File: src/pkg/owc_pkg.sv
package owc_pkg;
    // instruction clock is the system clock divided by four
    localparam int unsigned SYS_CLK_MHZ     = 50;
    localparam int unsigned INSTR_DIV       = 4;
    localparam logic [1:0]  INSTR_LAST      = 2'h3;
    // watchdog exponent range
    localparam int unsigned WDT_EXP_MIN     = 8;
    localparam int unsigned WDT_EXP_MAX     = 11;
    localparam int unsigned WDT_W           = 12;
    localparam logic [1:0]  WDT_SEL_RST     = 2'h0;
    // carrier divider: m times 2^n, m = 2 or 3, n = 0..3
    localparam int unsigned CAR_W           = 5;
    localparam logic [4:0]  CAR_CNT_RST     = 5'h00;
    localparam logic [4:0]  CAR_ONE         = 5'h01;
    localparam logic [4:0]  CAR_M2          = 5'h02;
    localparam logic [4:0]  CAR_M3          = 5'h03;
    localparam int unsigned CAR_N_MAX       = 3;
    // low supply must persist this long before reset
    localparam int unsigned LVR_TIME_US     = 1000;
    localparam int unsigned LVR_CYCLES      = LVR_TIME_US * SYS_CLK_MHZ;
    localparam int unsigned LVR_W           = 16;
endpackage : owc_pkg

File: src/owc_core.sv
//
// Contract
// - watchdog times out after 2^n instruction clocks, n chosen 8 to 11
// - watchdog disable option holds the counter at zero; no time-out ever
// - single-clear policy: one restart command clears the counter at once
// - two-clear policy: counter clears only after both halves executed
// - only port bits marked wake-capable, or a watchdog time-out, may wake the halted device
// - option routes shared pin to carrier or to the plain latch level
// - divide by 2,4,8,16 gives half duty square wave
// - divide by 3 gives output high one third of the period
// - divide by 6,12,24 lets an option pick half or third duty
// - low supply reset option; disabled means supply dips never reset
// - instruction cycle is exactly four system clocks and feeds the carrier
// - carrier source is the instruction clock; ratio m times 2^n
// - in carrier mode latch zero runs carrier, latch one holds pin low
// - carrier output is low after any chip reset
`timescale 1ns/10ps
`default_nettype none
module owc_core #(
    parameter int unsigned LVR_CYCLES = owc_pkg::LVR_CYCLES
) (
    input  wire logic       sys_clk_in,
    input  wire logic       rst_b_in,
    input  wire logic [1:0] wdt_exp_sel_in,
    input  wire logic       wdt_enable_in,
    input  wire logic       wdt_two_clear_in,
    input  wire logic       restart_cmd_in,
    input  wire logic       restart_first_half_in,
    input  wire logic       restart_second_half_in,
    input  wire logic       halted_in,
    input  wire logic [5:0] wake_capable_port_in,
    input  wire logic [5:0] wake_enable_mask_in,
    input  wire logic       carrier_mode_in,
    input  wire logic       shared_out_latch_bit_in,
    input  wire logic       carrier_m3_in,
    input  wire logic [1:0] carrier_n_in,
    input  wire logic       carrier_third_duty_in,
    input  wire logic       lvr_enable_in,
    input  wire logic       low_supply_in,
    output var  logic       instr_tick_out,
    output var  logic       carrier_out,
    output var  logic       wdt_reset_out,
    output var  logic       wake_out,
    output var  logic       low_supply_reset_out
);
    // pin inputs pass two flops first
    logic [5:0] wake_s1_q, wake_s2_q;
    logic       low_s1_q, low_s2_q;
    always_ff @(posedge sys_clk_in or negedge rst_b_in) begin
        if (!rst_b_in) begin
            wake_s1_q <= '1;
            wake_s2_q <= '1;
            low_s1_q  <= 1'b0;
            low_s2_q  <= 1'b0;
        end else begin
            wake_s1_q <= wake_capable_port_in;
            wake_s2_q <= wake_s1_q;
            low_s1_q  <= low_supply_in;
            low_s2_q  <= low_s1_q;
        end
    end

    // instruction clock divider
    logic [1:0] phase_q, phase_d;
    logic       tick_d;
    always_comb begin
        phase_d = phase_q + 2'h1;
        tick_d  = (phase_q == owc_pkg::INSTR_LAST);
    end

    // watchdog
    typedef enum logic [1:0] {OWC_HALF_NONE, OWC_HALF_FIRST, OWC_HALF_SECOND} owc_half_e;
    logic [11:0] wdt_cnt_q, wdt_cnt_d;
    owc_half_e   half_q, half_d;
    logic        wdt_rst_d, wake_d;
    logic        do_clear;
    logic [11:0] wdt_limit;

    function automatic logic [11:0] owc_pow2(input logic [1:0] sel);
        owc_pow2 = 12'h001 << (owc_pkg::WDT_EXP_MIN + sel); // 2^(8+sel)
    endfunction : owc_pow2

    always_comb begin
        wdt_limit = owc_pow2(wdt_exp_sel_in);
        half_d    = half_q;
        do_clear  = 1'b0;
        if (!wdt_two_clear_in) begin
            do_clear = restart_cmd_in;
            half_d   = OWC_HALF_NONE;
        end else begin
            unique case (half_q)
                OWC_HALF_NONE: begin
                    if (restart_first_half_in && restart_second_half_in) do_clear = 1'b1;
                    else if (restart_first_half_in) half_d = OWC_HALF_FIRST;
                    else if (restart_second_half_in) half_d = OWC_HALF_SECOND;
                end
                OWC_HALF_FIRST: begin
                    do_clear = restart_second_half_in;
                end
                OWC_HALF_SECOND: begin
                    do_clear = restart_first_half_in;
                end
                default: half_d = OWC_HALF_NONE;
            endcase
            if (do_clear) half_d = OWC_HALF_NONE;
        end
        wdt_cnt_d = wdt_cnt_q;
        wdt_rst_d = 1'b0;
        wake_d    = halted_in && |(~wake_s2_q & wake_enable_mask_in);
        if (!wdt_enable_in) begin
            wdt_cnt_d = '0;
        end else if (do_clear) begin
            wdt_cnt_d = '0;
        end else if (tick_d) begin
            if (wdt_cnt_q + 12'h001 >= wdt_limit) begin
                wdt_cnt_d = '0;
                if (halted_in) wake_d = 1'b1;
                else wdt_rst_d = 1'b1;
            end else begin
                wdt_cnt_d = wdt_cnt_q + 12'h001;
            end
        end
    end

    // carrier: count instruction ticks over m*2^n
    logic [4:0] car_cnt_q, car_cnt_d;
    logic [4:0] car_period, car_high;
    logic       car_d;
    always_comb begin
        car_period = (carrier_m3_in ? owc_pkg::CAR_M3 : owc_pkg::CAR_M2) << carrier_n_in;
        if (!carrier_m3_in) car_high = car_period >> 1;
        else if (carrier_n_in == 2'h0) car_high = owc_pkg::CAR_ONE;
        else if (carrier_third_duty_in) car_high = 5'h01 << carrier_n_in;
        else car_high = car_period >> 1;
        car_cnt_d = car_cnt_q;
        if (!carrier_mode_in || shared_out_latch_bit_in) car_cnt_d = owc_pkg::CAR_CNT_RST;
        else if (tick_d) car_cnt_d = (car_cnt_q + owc_pkg::CAR_ONE >= car_period)
                                   ? owc_pkg::CAR_CNT_RST : car_cnt_q + owc_pkg::CAR_ONE;
        if (carrier_mode_in)
            car_d = !shared_out_latch_bit_in && (car_cnt_d < car_high);
        else
            car_d = shared_out_latch_bit_in;
    end

    // low supply filter; short dips are ignored
    logic [15:0] lvr_cnt_q, lvr_cnt_d;
    logic        lvr_d;
    always_comb begin
        lvr_cnt_d = lvr_cnt_q;
        lvr_d     = 1'b0;
        if (!lvr_enable_in || !low_s2_q) lvr_cnt_d = '0;
        else if (lvr_cnt_q >= LVR_CYCLES[15:0] - 16'h0001) lvr_d = 1'b1;
        else lvr_cnt_d = lvr_cnt_q + 16'h0001;
    end

    owc_half_e half_r;
    assign half_r = half_q;
    always_ff @(posedge sys_clk_in or negedge rst_b_in) begin
        if (!rst_b_in) begin
            phase_q              <= 2'h0;
            instr_tick_out       <= 1'b0;
            wdt_cnt_q            <= '0;
            half_q               <= OWC_HALF_NONE;
            wdt_reset_out        <= 1'b0;
            wake_out             <= 1'b0;
            car_cnt_q            <= owc_pkg::CAR_CNT_RST;
            carrier_out          <= 1'b0;
            lvr_cnt_q            <= '0;
            low_supply_reset_out <= 1'b0;
        end else begin
            phase_q              <= phase_d;
            instr_tick_out       <= tick_d;
            wdt_cnt_q            <= wdt_cnt_d;
            half_q               <= half_d;
            wdt_reset_out        <= wdt_rst_d;
            wake_out             <= wake_d;
            car_cnt_q            <= car_cnt_d;
            carrier_out          <= car_d;
            lvr_cnt_q            <= lvr_cnt_d;
            low_supply_reset_out <= lvr_d;
        end
    end

    property p_tick_period;
        @(posedge sys_clk_in) disable iff (!rst_b_in)
        instr_tick_out |=> !instr_tick_out [*3] ##1 instr_tick_out;
    endproperty
    a_tick_period: assert property (p_tick_period) else $error("tick not every 4 clocks");

    property p_wdt_off;
        @(posedge sys_clk_in) disable iff (!rst_b_in)
        !wdt_enable_in |=> !wdt_reset_out;
    endproperty
    a_wdt_off: assert property (p_wdt_off) else $error("timeout while disabled");

    property p_single_clear;
        @(posedge sys_clk_in) disable iff (!rst_b_in)
        (wdt_enable_in && !wdt_two_clear_in && restart_cmd_in) |=> wdt_cnt_q == '0;
    endproperty
    a_single_clear: assert property (p_single_clear) else $error("restart did not clear");

    property p_two_clear;
        @(posedge sys_clk_in) disable iff (!rst_b_in)
        (wdt_two_clear_in && half_r == OWC_HALF_NONE && restart_first_half_in
         && !restart_second_half_in && wdt_enable_in && wdt_cnt_q > 12'h001
         && (wdt_cnt_q + 12'h001 < wdt_limit))
        |=> wdt_cnt_q != '0;
    endproperty
    a_two_clear: assert property (p_two_clear) else $error("cleared on one half");

    property p_half_forget;
        @(posedge sys_clk_in) disable iff (!rst_b_in)
        (wdt_two_clear_in && do_clear) |=> half_q == OWC_HALF_NONE;
    endproperty
    a_half_forget: assert property (p_half_forget) else $error("half record kept");

    property p_wake_gate;
        @(posedge sys_clk_in) disable iff (!rst_b_in)
        (!halted_in) |=> !wake_out;
    endproperty
    a_wake_gate: assert property (p_wake_gate) else $error("wake while running");

    property p_latch_low;
        @(posedge sys_clk_in) disable iff (!rst_b_in)
        (carrier_mode_in && shared_out_latch_bit_in) |=> !carrier_out;
    endproperty
    a_latch_low: assert property (p_latch_low) else $error("carrier not held low");

    property p_level_mode;
        @(posedge sys_clk_in) disable iff (!rst_b_in)
        !carrier_mode_in |=> carrier_out == $past(shared_out_latch_bit_in);
    endproperty
    a_level_mode: assert property (p_level_mode) else $error("level mode mismatch");

    property p_lvr_off;
        @(posedge sys_clk_in) disable iff (!rst_b_in)
        !lvr_enable_in |=> !low_supply_reset_out;
    endproperty
    a_lvr_off: assert property (p_lvr_off) else $error("reset with option off");

    property p_wdt_bound;
        @(posedge sys_clk_in) disable iff (!rst_b_in)
        wdt_cnt_q < owc_pow2(wdt_exp_sel_in);
    endproperty
    a_wdt_bound: assert property (p_wdt_bound) else $error("counter past limit");

    c_wdt_reset: cover property (@(posedge sys_clk_in) disable iff (!rst_b_in) wdt_reset_out);
    c_wake: cover property (@(posedge sys_clk_in) disable iff (!rst_b_in) wake_out);
    c_carrier: cover property (@(posedge sys_clk_in) disable iff (!rst_b_in) $rose(carrier_out));
    c_lvr: cover property (@(posedge sys_clk_in) disable iff (!rst_b_in) low_supply_reset_out);
endmodule : owc_core
`default_nettype wire
File: config.mk
export PLATFORM = sky130hd
export DESIGN_NAME = owc_core
export DESIGN_NICKNAME = d
export VERILOG_FILES = /design/src/pkg/owc_pkg.sv /design/src/owc_core.sv
export SDC_FILE = /design/constraint.sdc
export NUM_CORES = 1
export LEC_CHECK = 0
export ABC_CLOCK_PERIOD_IN_PS = 3700
export BUFFER_PORTS_ARGS = -buffer_cell sky130_fd_sc_hd__buf_2
export CAP_MARGIN = 20
export CORE_MARGIN = 2
export CORE_UTILIZATION = 58
export CTS_CLUSTER_SIZE = 25
export DETAILED_ROUTE_END_ITERATION = 6
export PLACE_DENSITY = 0.86
export SLEW_MARGIN = 25
export SYNTH_ARGS = -nofsm -noshare
export SYNTH_HDL_FRONTEND = slang
export SYNTH_SLANG_ARGS = --single-unit
File: constraint.sdc
create_clock -name sys_clk_in -period 3.7 [get_ports sys_clk_in]
set_input_delay 1.11 -clock sys_clk_in [delete_from_list [all_inputs] [get_ports sys_clk_in]]
set_output_delay 1.11 -clock sys_clk_in [all_outputs]
set_load 0.1 [all_outputs]
==> flow_results.org, run 1 <==
** Outcome
- Result of the run :: finished clean

** Power and ir drop
- Static leakage :: 1.53 nW
- Power spread over the standard cell area amounts to 331 nW/um2.
- Highest ir drop seen on vdd :: 0.197 mV
- Power comes to 1.13 mW.

** Timing
- For the final routed database, the setup TNS stands at 0 ps.
- FMAX :: 298 MHz
- Fin. Hold Viols :: 0
- Clock skew on the completed layout was measured at 6.77 ps.
- Hold timing on the final database bottoms out at a slack of 358 ps.
- Of the available clock period, the critical path in the final layout requires 90.7%.
- For the finished layout, the period the worst path requires is 3360 ps.
- Transition at the pin with the smallest max-transition slack :: 772 ps
- Setup violation total in the final timing report :: 0
- Setup repair after global routing missed its margin :: no
- The final number of max-transition violations came to 0.
- Headroom to the max-slew limit came out at 48.3%.

** Critical path
- For flop-to-flop paths, the worst setup slack is 390 ps.
- Crit path launch :: carrier_m3_in
- Crit path buf inv count :: 2
- The worst register-to-register path has a depth of 13.
- Required time reported for the critical path endpoint :: 3950 ps
- The worst setup path is of the input port to flop kind.
- Stage delay of the slowest cell on the critical path :: 280 ps
- Crit path max-delay cell type :: sky130_fd_sc_hd__ha_1
- Category of the worst setup path capture point :: flop
- In this design, the largest share of critical-path delay is due to compound AO/OA/AOI/OAI gates.
- The startpoint identified for the worst register-to-register timing path is car_cnt_q[0].
- CP max FO :: 7
- The critical path goes through buf_2, nor2b_1, nor2b_1, ha_1, nand2b_1, a31oi_1, buf_4, o2111ai_1, a31oi_1, ha_1, a211o_1, a211oi_1, o31ai_1, a2bb2oi_1.
- STA classifies the critical path startpoint as an input port.
- In this run the critical register-to-register path is captured at carrier_out.
- Data arrival, critical path :: 3600 ps

** Floorplan
- Boundary pin count :: 35
- After floorplanning, the core was divided into 26 placement rows.
- For this configuration, the core starts out at a cell density of 59.6%.
- The die covers 5810 um2.
- Measured along the x axis, the die boundary spans 76.2 um.
- The die is 76.2 um tall.
- In this run the standard cell core region covers 5070 um2.

** CTS
- Maximum level of the CTS H-tree :: 2
- TritonCTS built the clock tree.
- Largest buffer count on any clock path :: 2
- The number of hold buffers added after CTS was 0.
- Buffers inserted during clock tree synthesis total 5.
- # clock sinks :: 56
- Clock-pin slew was measured on the worst setup and hold paths at 110 ps.
- The later pin in the worst-skew pair is clocked with a latency of 320 ps.
- Root buffer cell :: sky130_fd_sc_hd__clkbuf_8
- Buffers added to address setup during post-CTS repair amount to 0.
- Gates resized during post-CTS repair numbered 0.

** Synth
- Counting every instance in the synthesized netlist gives 312.
- The number of nets in the synthesized netlist is 362.
- Proportion of synthesized chip area in sequential cells :: 46.8%
- Number of enable-type register cells in the synthesized netlist :: 0
- Share of flip-flops with an asynchronous set or reset :: 100%
- Post-synth design cell area :: 3030 um2
- The Yosys step of the flow raised 0 warnings.
- Most instantiated flip-flop cell in the synthesis netlist :: sky130_fd_sc_hd__dfrtp_1
- FF+latch count, synth :: 56
- Average cell area after synthesis :: 9.70 um2
- Synth unique cells :: 46

** Global route
- Initial antenna violation count :: 0
- The first global-routing pass estimated 10,400 um of wire.
- Via count of the first global-routing pass :: 2,413
- Global routing consumed, over all layers together, 21.8% of the routing resources.
- Pin count of the biggest net entering global routing :: 39
- Residual overflow from global routing :: 0

** Cells and area
- Compared with the post-synthesis result, the final layout area differs by 12.2%.
- 0 antenna diodes ended up in the layout.
- Of the cells placed in the final design, the portion with a size suffix greater than 1 is 17.8%.
- After the flow finishes, the layout carries non-filler instances totaling 423.
- Post-layout net count :: 402
- Once layout is complete, the utilization of the core stands at 66.9%.
- Leaving out fill and tap cells, the most frequent cell in the layout is sky130_fd_sc_hd__dfrtp_1.
- The top cell types in the final layout, fill and taps aside, are sky130_fd_sc_hd__dfrtp_1, sky130_fd_sc_hd__buf_2, sky130_fd_sc_hd__nand2_1.

** Route
- Via count :: 2,454
- Detailed-router iteration count before antenna repair :: 4
- Vias/cell :: 5.80
- After the first detailed-routing iteration, the DRC count stood at 149.
- Number of nets still failing antenna checks after routing :: 0
- The final layout contains routed wiring with a total length of 5980 um.
- In the routed design, unresolved DRC markers number 0.
- Avg WL per Cell :: 14.1 um

** Place
- During placement, the flow inserted port buffers numbering 34.
- Detailed placement finished with a half-perimeter wire length of 4420 um.
- Number of placed instances, taps included :: 415
- At the end of routability-driven placement, the weighted congestion stood at 0.863.

** Hold path
- Tightest Hold Check Type :: flop to flop
- Hold-critical path depth :: 0
- The path with the worst hold slack has its endpoint at wake_s2_q[2].
- The worst hold path begins at wake_s1_q[2].

** Run
- Across the run, the number of max-cap violations was 0.
## metrics by stage
step                      setup slack (ps)  area (um2)
after global placement                99.8        3300
final                                  344        3390
after detailed placement              13.8        3300
after global routing                   117        3390
after floorplan                       49.5        3030
after CTS                              343        3390
## sequential cells by signal (all words and copies together), names as in the netlist
name / flops
low_supply_reset_out: 1
low_s1_q: 1
low_s2_q: 1
wake_out: 1
wake_s2_q: 6
wake_s1_q: 6
wdt_reset_out: 1
carrier_out: 1
car_cnt_q: 5
phase_q: 2
lvr_cnt_q: 16
wdt_cnt_q: 12
half_q: 2
instr_tick_out: 1
## worst max path at each step
| stage | to | slack (ps) | depth (start not counted) |
|---|---|---|---|
| after floorplan | carrier_out | 50 | 13 |
| after global placement | carrier_out | 100 | 14 |
| after CTS | carrier_out | 340 | 14 |
| final | carrier_out | 340 | 14 |
| after detailed placement | carrier_out | 10 | 14 |
| after global routing | carrier_out | 120 | 14 |
## Yosys cell counts, drive strengths merged, types with 3 or more instances
library cell,count,share of area (%)
or4,5,1.2
a41o,3,0.99
and3,3,0.62
nor2b,5,1.0
o22ai,3,0.62
or3,6,1.2
ha,20,8.3
dfrtp,44,36
nor2,16,2.0
nand2,29,3.6
nand4,5,1.0
nor4,6,1.4
a31oi,5,1.0
xor2,4,1.2
o211ai,6,1.5
o21ai,10,1.7
a21oi,24,4.0
clkbuf,5,0.66
nand2b,9,1.9
o32ai,4,1.2
nand3,13,2.2
dfstp,12,10
o31ai,6,1.5
inv,23,2.9
xnor2,10,2.9
nor3,7,1.2
## cell type report
| type | count | area (um2) |
|---|---|---|
| fill | 426 | 1680 |
| clock inverter | 3 | 27.5 |
| timing repair buffer | 40 | 215 |
| inverter | 24 | 90.1 |
| sequential | 56 | 1420 |
| tap | 70 | 87.6 |
| multi-input combinational | 225 | 1490 |
| clock buffer | 5 | 68.8 |
## kinds of logic (layout without fill, tap and decap cells)
| kind of cell | count (synthesis) | after routing | share of synthesized area [%] |
|---|---|---|---|
| compound gates | 79 | 79 | 17.5 |
| flops | 56 | 56 | 46.8 |
| fa+ha+maj | 20 | 20 | 8.27 |
| xor+xnor | 14 | 14 | 4.05 |
| simple gates | 112 | 112 | 19.4 |
| buf+inv | 31 | 72 | 3.97 |
## where the power goes
group          switching, mW  internal [mW]
Clock                  0.213          0.139
Combinational         0.0828         0.0490
Sequential           0.00915          0.632
## routing by layer
metal | GRT usage (%) | wire length [um]
met5 | 0 | 0
met2 | 38.4 | 3060
met3 | 4.03 | 210
met1 | 26.8 | 2600
met4 | 7.64 | 102
Note: power is estimated with default switching activity, not from simulation.
==> run 2, diff against run 1 <==
ABC_CLOCK_PERIOD_IN_PS = 4350   (was 3700)
CORE_UTILIZATION = 63   (was 58)
PLACE_DENSITY = 0.92   (was 0.86)
clock period = 4.35 ns   (was 3.7 ns; I/O delays follow)
==> flow_results.org, run 2 (synthesized netlist as in run 1, its figures left out) <==
** Outcome
- Result of the run :: finished clean

** Critical path
- Required time reported for the critical path endpoint :: 4600 ps (+650 ps)
- Crit path max-delay cell type :: sky130_fd_sc_hd__ha_1
- The peak per-stage delay on the critical path came to 280 ps (about the same).
- In this run the critical register-to-register path is launched from car_cnt_q[0].
- Data arrival, critical path :: 3810 ps (+210 ps)
- The worst-case register-to-register setup slack is 1000 ps (+610 ps).
- The largest fanout on the critical path was 7 (unchanged).
- Category of the worst setup path capture point :: flop
- The critical path is of the input port to flop type.
- Traced cell by cell, the critical path runs through buf_2, nor2b_1, a21oi_1, ha_1, a21o_1, a31oi_1, buf_4, o2111ai_1, a31oi_1, ha_1, a211o_1, a211oi_1, o31ai_1, a2bb2oi_1.
- The worst setup path is launched from an input port.
- Crit path buf inv count :: 2 (unchanged)
- Endpoint of the worst register-to-register path :: carrier_out
- Register-to-Register Path Depth :: 13 (unchanged)
- Dominant delay contributor by cell family on the critical path :: compound AO/OA/AOI/OAI gates

** Global route
- The initial antenna violation count came to 0 (unchanged).
- Pin count of the biggest net entering global routing :: 38 (-2.6%)
- Via count of the first global-routing pass :: 2,311 (-4.2%)
- Overall track demand over capacity in global routing :: 24.7% (+2.9 points)
- Residual overflow from global routing :: 0 (unchanged)
- The met1 routing resource usage after global routing was 32.3% (+5.5 points).
- Met3 track utilization from global routing :: 5.08% (+1.0 points)
- The wire length of the first global-routing pass was 10,300 um (-1.6%).
- The met2 track demand over resource in global routing came to 41.6% (+3.2 points).
- Peak-usage layer in the global routing report :: met2

** CTS
- The cell sitting at the root of the clock tree is a sky130_fd_sc_hd__clkbuf_8.
- Clock latency reported for the late side of the worst-skew pair :: 320 ps (about the same)
- # clock sinks :: 56 (unchanged)
- Clock slew at reported path FFs :: 100 ps (about the same)
- Largest buffer count on any clock path :: 2 (unchanged)
- CTS tree :: done
- Cells resized by post-CTS repair :: 0 (unchanged)
- The total clock buffers created by CTS is 5 (unchanged).
- Buffer count from post-CTS setup fixing :: 0 (unchanged)
- The cts-stage hold buffer count is 0 (unchanged).
- Maximum level of the CTS H-tree :: 2 (unchanged)

** Place
- DP HPWL :: 4230 um (-4.4%)
- The worst setup slack before clock tree synthesis was 481 ps (+467 ps).
- Final weighted congestion of routability-driven global placement :: 0.827 (-4.1%)
- Count of buffers inserted at the top-level ports :: 34 (unchanged)

** Cells and area
- The number of flip-flops in the largest register was 16 (unchanged).
- The area growth from synthesis to layout is 10.7%.
- The end-of-flow core utilization was 71.4% (+4.5 points).
- Largest register by flop count :: lvr_cnt_q
- The total inserted antenna cells came to 0 (unchanged).
- Post-layout net count :: 399 (-0.75%)
- Most common cell after layout, fill and taps aside :: sky130_fd_sc_hd__dfrtp_1
- Leaving out fill and tap cells, the most frequent cells in the layout are sky130_fd_sc_hd__dfrtp_1, sky130_fd_sc_hd__buf_2, sky130_fd_sc_hd__nand2_1.
- Leading registers by flop count :: lvr_cnt_q (16), wdt_cnt_q (12)
- Fraction of final layout cells sized beyond drive strength 1 :: 17.1% (-0.70 points)

** Floorplan
- Total Die Area :: 5370 um2 (-7.5%)
- The initial standard-cell utilization of the core came to 64.5% (+4.9 points).
- The vertical die dimension was 73.3 um (-3.8%).
- Boundary pin count :: 35 (unchanged)
- Number of standard-cell rows in the floorplan :: 25 (-3.8%)
- The core outline area is 4690 um2 (-7.5%).
- Horiz. Die Dim :: 73.3 um (-3.8%)

** Timing
- Setup repair after global routing missed its margin :: no
- The worst setup skew after layout is 6.58 ps (-0.189 ps).
- Dividing the final minimum period by the clock period gives 81.9%.
- Fin. Hold Viols :: 0 (unchanged)
- FMAX :: 281 MHz
- The post-layout worst setup margin came to 789 ps (+445 ps).
- Transition at the pin with the smallest max-transition slack :: 801 ps (+29.0 ps)
- Counting I/O delays and the setup requirement, the final critical path takes 3560 ps.
- Final-layout setup total negative slack :: 0 ps (unchanged)
- The final number of max-transition violations was 0 (unchanged).
- Setup violation total in the final timing report :: 0 (unchanged)
- The worst slew slack as a fraction of its limit was 46.6% (-1.7 points).

** Run
- The max-cap check violation count came to 0 (unchanged).

** Hold path
- The worst hold path terminates at low_s2_q.
- Tightest Hold Check Type :: flop to flop
- Hold-critical path depth :: 0 (unchanged)
- Startpoint of the tightest hold check path :: low_s1_q

** Route
- Number of nets still failing antenna checks after routing :: 0 (unchanged)
- Vias/cell :: 6.10 (+5.2%)
- Detailed-router iteration count before antenna repair :: 4 (unchanged)
- Routed WL :: 5950 um (-0.47%)
- The via count of the routed design is 2,466 (+0.49%).
- The number of DRC violations after detailed-routing iteration 0 was 157 (+5.4%).
- The number of DRC violations after detailed routing was 0 (unchanged).
- The average wire per cell in the routed design was 14.7 um (+4.2%).

** Power and ir drop
- The power density normalized to cell area is 285 nW/um2 (-14%).
- Highest ir drop seen on vdd :: 0.240 mV (+22%)
- The leakage component of the power came to 1.52 nW (-0.64%).
- The total power after layout was 0.955 mW (-15%).
## run 2: routing by layer
metal  wire length [um]  part of all wire (%)
met1               2630                    44
met2               2990                    50
met3                219                   3.7
met4                104                   1.7
met5                  0                     0
## run 2: worst max path at each step
stage | start | to | slack (ps) | cells past startpoint
after floorplan | carrier_n_in[1] | carrier_out | 500 | 13
after global placement | carrier_n_in[0] | carrier_out | 550 | 14
after detailed placement | carrier_n_in[0] | carrier_out | 480 | 14
after CTS | carrier_n_in[0] | carrier_out | 800 | 14
after global routing | carrier_n_in[0] | carrier_out | 570 | 14
final | carrier_n_in[0] | carrier_out | 790 | 14
## run 2: power breakdown
group / internal [mW] / switching, mW
Combinational: 0.0412 / 0.0719
Clock: 0.118 / 0.178
Sequential: 0.538 / 0.00820
Total: 0.697 / 0.258
## run 2: through the flow
stage / cell area (um2) / instances / hold WS [ps]
finish: 3350 / 404 / 356
global route: 3350 / 404 / 365
CTS: 3350 / 404 / 360
detailed placement: 3260 / 396 / 336
global placement: 3260 / 396 / 333
floorplan: 3030 / 312 / 331
## run 2: layout make-up
class                           instances  area (um2)
Clock inverter                          3        23.8
Fill cell                             338        1340
Clock buffer                            5        68.8
Sequential cell                        56        1420
Inverter                               24        90.1
Multi-Input combinational cell        225        1490
Timing Repair Buffer                   37         193
Tap cell                               54        67.6
